===== src/smc_pkg.sv =====
// constants, mode codes and reset values for the slave interrupt/timer block
// assumes a single 200 MHz system clock standing in for the oscillator
package smc_pkg;

    // ****************************************************
    // cycle timing
    // ****************************************************
    localparam int unsigned OSC_PER_STATE = 3;   // oscillator clocks per state
    localparam int unsigned STATES_PER_MC = 5;   // states per machine cycle
    localparam int unsigned TMR_PRESCALE  = 32;  // machine cycles per timer tick
    localparam int unsigned EVENT_MIN_MC  = 3;   // least machine cycles between events
    localparam int unsigned TMR_WIDTH     = 8;   // timer/event counter width

    // ****************************************************
    // vectors, pin indices, reset values
    // ****************************************************
    localparam logic [2:0] VEC_EXT    = 3'h3;
    localparam logic [2:0] VEC_TMR    = 3'h7;
    localparam int unsigned PIN_CS_N   = 0;
    localparam int unsigned PIN_WR_N   = 1;
    localparam int unsigned PIN_RD_N   = 2;
    localparam int unsigned PIN_A0     = 3;
    localparam int unsigned PIN_DMA_ACKNOWLEDGE_N_N = 4;
    localparam int unsigned PIN_T1     = 5;
    localparam int unsigned PIN_SS_N   = 6;
    localparam int unsigned PIN_N      = 7;
    localparam logic [6:0] RST_PINS   = 7'h77;   // idle pin levels
    localparam logic       RST_OFF    = 1'b0;    // enables, flags, modes after reset

    // timer input source, one-hot
    typedef enum logic [2:0] {
        TM_STOP  = 3'b001,
        TM_EVENT = 3'b010,
        TM_TIMER = 3'b100
    } smc_tmode_e;

endpackage


===== src/smc_irq_timer.sv =====
// interrupt unit, timer/event counter, cycle divider, single step, dma and flag pins
// assumes instruction strobes come from the core on sys_clk_i as one-cycle pulses
// Operation
// - host write sets ext pending and input-full
// - sample per machine cycle, call address 3
// - single level; rearm at return second cycle
// - timer overflow held pending while in service
// - simultaneous: external first, timer kept
// - enabled timer overflow calls address 7
// - disabled timer overflow only sets flag
// - external held during timer service
// - 8-bit counter loadable, survives reset
// - ff increment wraps, flags, requests interrupt
// - timer flag cleared by jump or reset
// - event mode counts test1 falls, spaced
// - timer mode ticks every 32 cycles
// - divide by three, five states per cycle
// - reset disables, stops, clears flags
// - single-step low halts after instruction
// - dma mode: port bit6 is request
// - request cleared by acked access, enable
// - port bit7 acknowledge acts as select
// - flag mode: bits4,5 show buffer flags
// - special pin functions off after reset
// - output-full set by core, cleared host read
// - input-full set by host, cleared core read
`timescale 1ns/1ps

module smc_irq_timer #(
    parameter int unsigned CNT_W = smc_pkg::TMR_WIDTH
) (
    // clock and reset
    input  wire logic             sys_clk_i,
    input  wire logic             rst_i,
    // host bus pins, asynchronous
    input  wire logic             host_cs_n_i,
    input  wire logic             host_wr_n_i,
    input  wire logic             host_rd_n_i,
    input  wire logic             host_a0_i,
    input  wire logic             port2_bit7_i,
    input  wire logic             test1_count_input_i,
    input  wire logic             single_step_n_i,
    // core instruction strobes
    input  wire logic             insn_done_i,
    input  wire logic             en_ext_irq_i,
    input  wire logic             dis_ext_irq_i,
    input  wire logic             en_tmr_irq_i,
    input  wire logic             dis_tmr_irq_i,
    input  wire logic             start_event_counting_i,
    input  wire logic             start_timing_i,
    input  wire logic             stop_count_i,
    input  wire logic             jump_on_timer_flag_i,
    input  wire logic             return_restore_status_i,
    input  wire logic             timer_load_i,
    input  wire logic [CNT_W-1:0] timer_load_val_i,
    input  wire logic             en_dma_i,
    input  wire logic             en_flags_i,
    input  wire logic             obuf_write_i,
    input  wire logic             ibuf_read_i,
    input  wire logic             port2_write_i,
    input  wire logic [7:0]       port2_latch_i,
    // core side results
    output logic                  irq_call_o,
    output logic [2:0]            irq_vector_o,
    output logic                  in_service_o,
    output logic                  halt_o,
    output logic                  sync_o,
    output logic [CNT_W-1:0]      timer_count_o,
    output logic                  timer_overflow_flag_o,
    output logic                  input_buffer_full_flag_o,
    output logic                  output_buffer_full_flag_o,
    // port2 pin outputs
    output logic                  port2_bit4_o,
    output logic                  port2_bit5_o,
    output logic                  port2_bit6_o
);

    // ****************************************************
    // state
    // ****************************************************
    if (CNT_W != smc_pkg::TMR_WIDTH) begin : g_bad_width
        $error("counter width must be 8");
    end

    typedef struct packed {
        logic [6:0]          s1;
        logic [6:0]          s2;
        logic [1:0]          osc;
        logic [2:0]          st;
        logic [4:0]          pre;
        logic [1:0]          ev_hold;
        logic                t1_prev;
        logic                wr_prev;
        logic                rd_prev;
        smc_pkg::smc_tmode_e tmode;
        logic                ext_en;
        logic                tmr_en;
        logic                tf;
        logic                ext_pend;
        logic                tmr_pend;
        logic                req_seen;
        logic                in_srv;
        logic                call;
        logic [2:0]          vec;
        logic                halt;
        logic                sync;
        logic                input_buffer_full_flag;
        logic                output_buffer_full_flag;
        logic                dma_mode;
        logic                flag_mode;
        logic                dma_request_out;
        logic [2:0]          p2o;
    } smc_state_s;

    localparam smc_state_s ST_RST = '{
        s1: smc_pkg::RST_PINS, s2: smc_pkg::RST_PINS, osc: 2'h0, st: 3'h0, pre: 5'h0,
        ev_hold: 2'h0, t1_prev: 1'b1, wr_prev: 1'b0, rd_prev: 1'b0, tmode: smc_pkg::TM_STOP,
        ext_en: smc_pkg::RST_OFF, tmr_en: smc_pkg::RST_OFF, tf: smc_pkg::RST_OFF,
        ext_pend: 1'b0, tmr_pend: 1'b0, req_seen: 1'b0, in_srv: 1'b0, call: 1'b0,
        vec: 3'h0, halt: 1'b0, sync: 1'b1, input_buffer_full_flag: smc_pkg::RST_OFF, output_buffer_full_flag: smc_pkg::RST_OFF,
        dma_mode: smc_pkg::RST_OFF, flag_mode: smc_pkg::RST_OFF, dma_request_out: 1'b0, p2o: 3'h7};

    smc_state_s       st_q;
    smc_state_s       st_d;
    logic [CNT_W-1:0] cnt_q;
    logic [CNT_W-1:0] cnt_d;
    logic             st_en;
    logic             mc_tick;
    logic             host_sel;
    logic             wr_fall;
    logic             rd_fall;
    logic             dma_ack;
    logic             t1_fall;
    logic             inc;
    logic             ovf;
    logic             take;
    logic             take_ext;

    // ****************************************************
    // next state
    // ****************************************************
    always_comb begin
        st_d = st_q;
        // two-flop pin synchronisers
        st_d.s1 = {single_step_n_i, test1_count_input_i, port2_bit7_i, host_a0_i,
                   host_rd_n_i, host_wr_n_i, host_cs_n_i};
        st_d.s2 = st_q.s1;

        // oscillator / 3 gives states, 5 states a machine cycle
        st_en   = (st_q.osc == 2'(smc_pkg::OSC_PER_STATE - 1));
        mc_tick = st_en && (st_q.st == 3'(smc_pkg::STATES_PER_MC - 1)) && !st_q.halt;
        st_d.osc = st_en ? 2'h0 : st_q.osc + 2'h1;
        if (st_en) begin
            st_d.st = (st_q.st == 3'(smc_pkg::STATES_PER_MC - 1)) ? 3'h0 : st_q.st + 3'h1;
        end

        // host strobes; acknowledge selects alongside chip select in dma mode
        host_sel = !st_q.s2[smc_pkg::PIN_CS_N]
                 || (st_q.dma_mode && !st_q.s2[smc_pkg::PIN_DMA_ACKNOWLEDGE_N_N]);
        dma_ack  = st_q.dma_mode && !st_q.s2[smc_pkg::PIN_DMA_ACKNOWLEDGE_N_N];
        st_d.wr_prev = host_sel && !st_q.s2[smc_pkg::PIN_WR_N];
        st_d.rd_prev = host_sel && !st_q.s2[smc_pkg::PIN_RD_N];
        wr_fall = st_d.wr_prev && !st_q.wr_prev;
        rd_fall = st_d.rd_prev && !st_q.rd_prev;

        // buffer flags, set beats clear
        if (wr_fall) begin
            st_d.input_buffer_full_flag = 1'b1;
        end else if (ibuf_read_i) begin
            st_d.input_buffer_full_flag = 1'b0;
        end
        if (obuf_write_i) begin
            st_d.output_buffer_full_flag = 1'b1;
        end else if (rd_fall && !st_q.s2[smc_pkg::PIN_A0]) begin
            st_d.output_buffer_full_flag = 1'b0;
        end

        // count source select
        if (start_event_counting_i) begin
            st_d.tmode = smc_pkg::TM_EVENT;
        end else if (start_timing_i) begin
            st_d.tmode = smc_pkg::TM_TIMER;
        end else if (stop_count_i) begin
            st_d.tmode = smc_pkg::TM_STOP;
        end

        // event sampling once a machine cycle, spaced by a hold-off
        t1_fall = 1'b0;
        if (mc_tick) begin
            st_d.t1_prev = st_q.s2[smc_pkg::PIN_T1];
            st_d.pre     = st_q.pre + 5'h1;
            if (st_q.ev_hold != 2'h0) begin
                st_d.ev_hold = st_q.ev_hold - 2'h1;
            end else if (st_q.t1_prev && !st_q.s2[smc_pkg::PIN_T1]) begin
                t1_fall      = 1'b1;
                st_d.ev_hold = 2'(smc_pkg::EVENT_MIN_MC - 1);
            end
        end
        case (st_q.tmode)
            smc_pkg::TM_EVENT: inc = t1_fall;
            smc_pkg::TM_TIMER: inc = mc_tick && (st_q.pre == 5'(smc_pkg::TMR_PRESCALE - 1));
            smc_pkg::TM_STOP:  inc = 1'b0;
            default:           inc = 1'b0;
        endcase

        // counter: load wins, wrap at ff
        ovf   = inc && (cnt_q == {CNT_W{1'b1}}) && !timer_load_i;
        cnt_d = timer_load_i ? timer_load_val_i : (inc ? cnt_q + 1'b1 : cnt_q);

        // enable flip-flops
        if (en_ext_irq_i) st_d.ext_en = 1'b1;
        if (dis_ext_irq_i) st_d.ext_en = 1'b0;
        if (en_tmr_irq_i) st_d.tmr_en = 1'b1;
        if (dis_tmr_irq_i) st_d.tmr_en = 1'b0;

        // timer flag, overflow beats jump clear
        if (ovf) begin
            st_d.tf = 1'b1;
        end else if (jump_on_timer_flag_i) begin
            st_d.tf = 1'b0;
        end

        // vectored call at instruction end, external first
        take     = insn_done_i && st_q.req_seen && !st_q.in_srv && !st_q.halt;
        take_ext = st_q.ext_pend && st_q.ext_en;
        st_d.call = take;
        if (take) begin
            st_d.vec      = take_ext ? smc_pkg::VEC_EXT : smc_pkg::VEC_TMR;
            st_d.in_srv   = 1'b1;
            st_d.req_seen = 1'b0;
        end else if (mc_tick) begin
            st_d.req_seen = !st_q.in_srv
                          && ((st_q.ext_pend && st_q.ext_en) || st_q.tmr_pend);
        end
        if (return_restore_status_i) begin
            st_d.in_srv = 1'b0;
        end

        // pending latches; new requests beat the clear
        if (wr_fall) begin
            st_d.ext_pend = 1'b1;
        end else if (take && take_ext) begin
            st_d.ext_pend = 1'b0;
        end
        if (!st_q.tmr_en) begin
            st_d.tmr_pend = 1'b0;
        end else if (ovf) begin
            st_d.tmr_pend = 1'b1;
        end else if (take && !take_ext) begin
            st_d.tmr_pend = 1'b0;
        end

        // single step halt and cycle sync
        if (st_q.halt && st_q.s2[smc_pkg::PIN_SS_N]) begin
            st_d.halt = 1'b0;
        end else if (insn_done_i && !st_q.s2[smc_pkg::PIN_SS_N]) begin
            st_d.halt = 1'b1;
        end
        st_d.sync = st_d.halt || (st_d.st == 3'h0);

        // special port2 functions
        if (en_dma_i) st_d.dma_mode = 1'b1;
        if (en_flags_i) st_d.flag_mode = 1'b1;
        if (st_q.dma_mode && port2_write_i && port2_latch_i[6]) begin
            st_d.dma_request_out = 1'b1;
        end else if (en_dma_i || (dma_ack && (rd_fall || wr_fall))) begin
            st_d.dma_request_out = 1'b0;
        end
        st_d.p2o[0] = st_d.flag_mode ? (port2_latch_i[4] && st_d.output_buffer_full_flag) : port2_latch_i[4];
        st_d.p2o[1] = st_d.flag_mode ? (port2_latch_i[5] && !st_d.input_buffer_full_flag) : port2_latch_i[5];
        st_d.p2o[2] = st_d.dma_mode ? st_d.dma_request_out : port2_latch_i[6];
    end

    // ****************************************************
    // registers
    // ****************************************************
    // control state, cleared by reset
    always_ff @(posedge sys_clk_i or posedge rst_i) begin
        if (rst_i) begin
            st_q <= ST_RST;
        end else begin
            st_q <= st_d;
        end
    end

    // count value survives reset
    always_ff @(posedge sys_clk_i) begin
        cnt_q <= cnt_d;
    end

    // outputs straight from flops
    assign irq_call_o                = st_q.call;
    assign irq_vector_o              = st_q.vec;
    assign in_service_o              = st_q.in_srv;
    assign halt_o                    = st_q.halt;
    assign sync_o                    = st_q.sync;
    assign timer_count_o             = cnt_q;
    assign timer_overflow_flag_o     = st_q.tf;
    assign input_buffer_full_flag_o  = st_q.input_buffer_full_flag;
    assign output_buffer_full_flag_o = st_q.output_buffer_full_flag;
    assign port2_bit4_o              = st_q.p2o[0];
    assign port2_bit5_o              = st_q.p2o[1];
    assign port2_bit6_o              = st_q.p2o[2];
endmodule


===== config.mk =====
export PLATFORM = sky130hd
export DESIGN_NAME = smc_irq_timer
export DESIGN_NICKNAME = d
export VERILOG_FILES = /design/src/smc_pkg.sv /design/src/smc_irq_timer.sv
export SDC_FILE = /design/constraint.sdc
export NUM_CORES = 1
export LEC_CHECK = 0
export BUFFER_PORTS_ARGS = -buffer_cell sky130_fd_sc_hd__buf_4
export CAP_MARGIN = 0
export CORE_ASPECT_RATIO = 1.75
export CORE_MARGIN = 1
export CORE_UTILIZATION = 47
export CTS_CLUSTER_DIAMETER = 30
export CTS_CLUSTER_SIZE = 24
export DETAILED_ROUTE_END_ITERATION = 7
export GPL_ROUTABILITY_DRIVEN = 0
export PLACE_DENSITY = 0.84
export SLEW_MARGIN = 30
export SYNTH_ARGS = -nofsm -noshare
export SYNTH_HDL_FRONTEND = slang
export SYNTH_SLANG_ARGS = --single-unit

===== constraint.sdc =====
create_clock -name sys_clk_i -period 1.7 [get_ports sys_clk_i]
set_input_delay 0.17 -clock sys_clk_i [delete_from_list [all_inputs] [get_ports sys_clk_i]]
set_output_delay 0.17 -clock sys_clk_i [all_outputs]
set_load 0.05 [all_outputs]

==> impl_results.md <==
- WL final: 4470 µm
- Fin. Hold Viols: 0
- Root Driver: clkbuf_8
- Peak supply drop: 1220 µV
- Post-synth EDFFs: 8
- Reg clk slew, reported paths: 0.07 ns
- Layout cell share with drive strength beyond 1: 41.6%
- First-pass GRT wire length: 7480 µm
- Smallest hold slack: 0.0148 ns
- Top cell type by total area after synthesis: dfrtp_1
- Die extent in y: 96.8 µm
- Cell Pwr Density: 1070 mW/mm²
- Slew Limit Fails: 0
- Leak: 0.00151 µW
- Synth Cell Area: 0.00241 mm²
- Sequential fraction of the synthesis area: 64.8%
- Clock Sinks: 60
- Achievable frequency: 605 MHz
- Initial Util: 48.9%
- GR Overflow Total: 0
- Commonest non-fill, non-tap cell in the layout: buf_4
- Max Fanout on Critical Path: 5
- Startpoint types: register
- Crit path kind: reg2reg
- Share of the synthesized area in the top cell type: 35.3%
- Initial antenna violation count: 0
- Synth Net Count: 245
- CTS Buf Count: 9
- Area Growth Syn to Fin: 39.8%
- Dpl ws: -0.0107 ns
- DRT antenna net count: 0
- Hold Path Depth: 2
- Clock buffer depth: 2
- #FFs+latches synth: 60
- Core ar.: 0.00493 mm²
- H-Tree Depth: 3
- R2R cell count: 6
- Tcrit/Tclk final: 97.3%
- Die area: 0.00544 mm²
- CTS tree: done
- Mean Syn Cell Area: 12.3 µm²
- Port Buffers: 56
- Top Ports: 62
- Fraction of registers with async set/reset: 86.7%
- Post-Synthesis Cells: 197
- Max_slew headroom: 80.9%
- Global Route Usage Sum: 18.0%
- Post-synth top flop: dfrtp_1
- Synth cell types: 42
- Min Clock Period, post-route: 1.65 ns
- DRT iter0 DRCs: 50
- Vias in the first global route: 1745
- Site Rows: 34
- Setup crit end kind: register
- Die X: 56.2 µm
- Commonest cells after routing, fill and taps aside: buf_4 (65), dfrtp_1 (33), nand2_1 (20), nor2_1 (20), dfstp_2 (18)
- Max Cap Viol: 0
- DRC: 0
- Required time of the critical path: 1.91 ns
- WL/cell: 13.1 µm
- 1st-pass router iterations: 4
- Total Nets Final: 329
- Slew @ Worst Pin: 0.284 ns
- Finished Core Util: 68.4%
- Via Count: 1691
- DPL Wire Length: 3090 µm
- Synth area leaders: dfrtp_1 (35%), dfstp_2 (20%), edfxtp_1 (10%), ha_1 (3.6%), nand2_1 (3.4%)
- Ys Warns: 0
- Drt via density: 4.97
- Final setup margin: 0.0462 ns
- Clk Latency, worst-skew pair: 0.32 ns
- Hold WC Path Type: in2reg
- Diode count: 0
- Status: finished clean
- Largest net degree at the start of global routing: 53
- Endpoints failing setup: 0
- Worst Skew: 0.00955 ns
- CP arrival: 1.87 ns
## kinds of logic after synthesis
family / count (synthesis) / share of synthesized area (%)
xor+xnor: 9 / 3.27
fa+ha+maj: 7 / 3.63
compound gates: 30 / 8.45
buf+inv: 19 / 3.42
flops: 60 / 64.8
simple gates: 65 / 13.3
mux: 7 / 3.16
## state kept, by name, indices dropped and copies added (netlist names)
name and flops:
st_q 33, sync_o 1, halt_o 1, st_d 7
input_buffer_full_flag_o 1, timer_count_o 8, timer_overflow_flag_o 1, in_service_o 1
irq_call_o 1, port2_bit5_o 1, irq_vector_o 2, output_buffer_full_flag_o 1
port2_bit6_o 1, port2_bit4_o 1
## through the flow
stage	TNS, ns	power (µW)	cell area, µm²	cells
floorplan	0	2040	2410	197
global placement	0	2200	2930	307
detailed placement	-0.0836	2230	2930	307
CTS	0	3620	3290	336
global route	-0.284	3750	3370	340
finish	0	3600	3370	340
## synth_stat cells, drive strengths merged (2+ instances only)
| cell type | instances |
|---|---|
| a21boi | 2 |
| mux2 | 5 |
| xor2 | 3 |
| dfrtp | 34 |
| ha | 7 |
| and3 | 2 |
| nor2b | 2 |
| o21a | 2 |
| clkbuf | 3 |
| xnor2 | 6 |
| a21o | 2 |
| nand3 | 4 |
| or2 | 2 |
| dfstp | 18 |
| inv | 13 |
| nand4 | 3 |
| edfxtp | 8 |
| mux2i | 2 |
| nand2b | 3 |
| buf | 3 |
| a21oi | 2 |
| nand2 | 22 |
| nor2 | 20 |
| o21ai | 14 |
## cell type report
type | count | area (µm²)
clock buffers | 14 | 184
fillers | 373 | 1560
multi-input cells | 118 | 831
flip-flops and latches | 60 | 1570
inverters | 13 | 48.8
clock inverters | 2 | 38.8
well taps | 54 | 67.6
repair buffers | 79 | 638
## worst max-delay path, cell delays in order (launching register included)
cell and delay [ns]:
dfrtp_1 0.39, inv_1 0.10, ha_4 0.14, nand2_2 0.07
nor3_4 0.29, a21boi_4 0.25, mux2_4 0.31
## per-layer routing
layer	track usage (%)	vias up	routed length, µm
met5	0	-	0
met4	6.19	0	80
met3	5.75	8	266
met2	31.9	56	2460
met1	19.9	797	1660
li1	-	830	-
## report_power, final
part	switching, µW	internal, µW
clock	515	850
sequential	71.8	1580
combinational	340	234
total	927	2670
## worst paths after layout
kind | start | end | slack [ns]
setup / recovery | st_q[34]$_DFF_PP0_ | st_q[27]$_DFFE_PP0P_ | 0.05
hold / removal | start_event_counting_i | st_q[23]$_DFFE_PP0P_ | 0.01
setup reg to reg | st_q[34]$_DFF_PP0_ | st_q[27]$_DFFE_PP0P_ | 0.05
hold reg to reg | st_d[44]$_DFF_PP1_ | st_q[44]$_DFF_PP1_ | 0.34
max in group asynchronous | rst_i | st_d[41]$_DFF_PP1_ | 0.97
min in group asynchronous | rst_i | st_q[33]$_DFFE_PP0P_ | 0.44
## timing repair
action | 4_1_cts | 5_1_grt
pin swaps | 1 | 2
endpoints found under the hold margin | 45 | 0
setup buffers | 0 | 4
endpoints found under the setup margin | 8 | 10
gates resized for setup | 2 | 11
hold buffers | 13 | 0
Note: power is estimated with default switching activity, not from simulation.
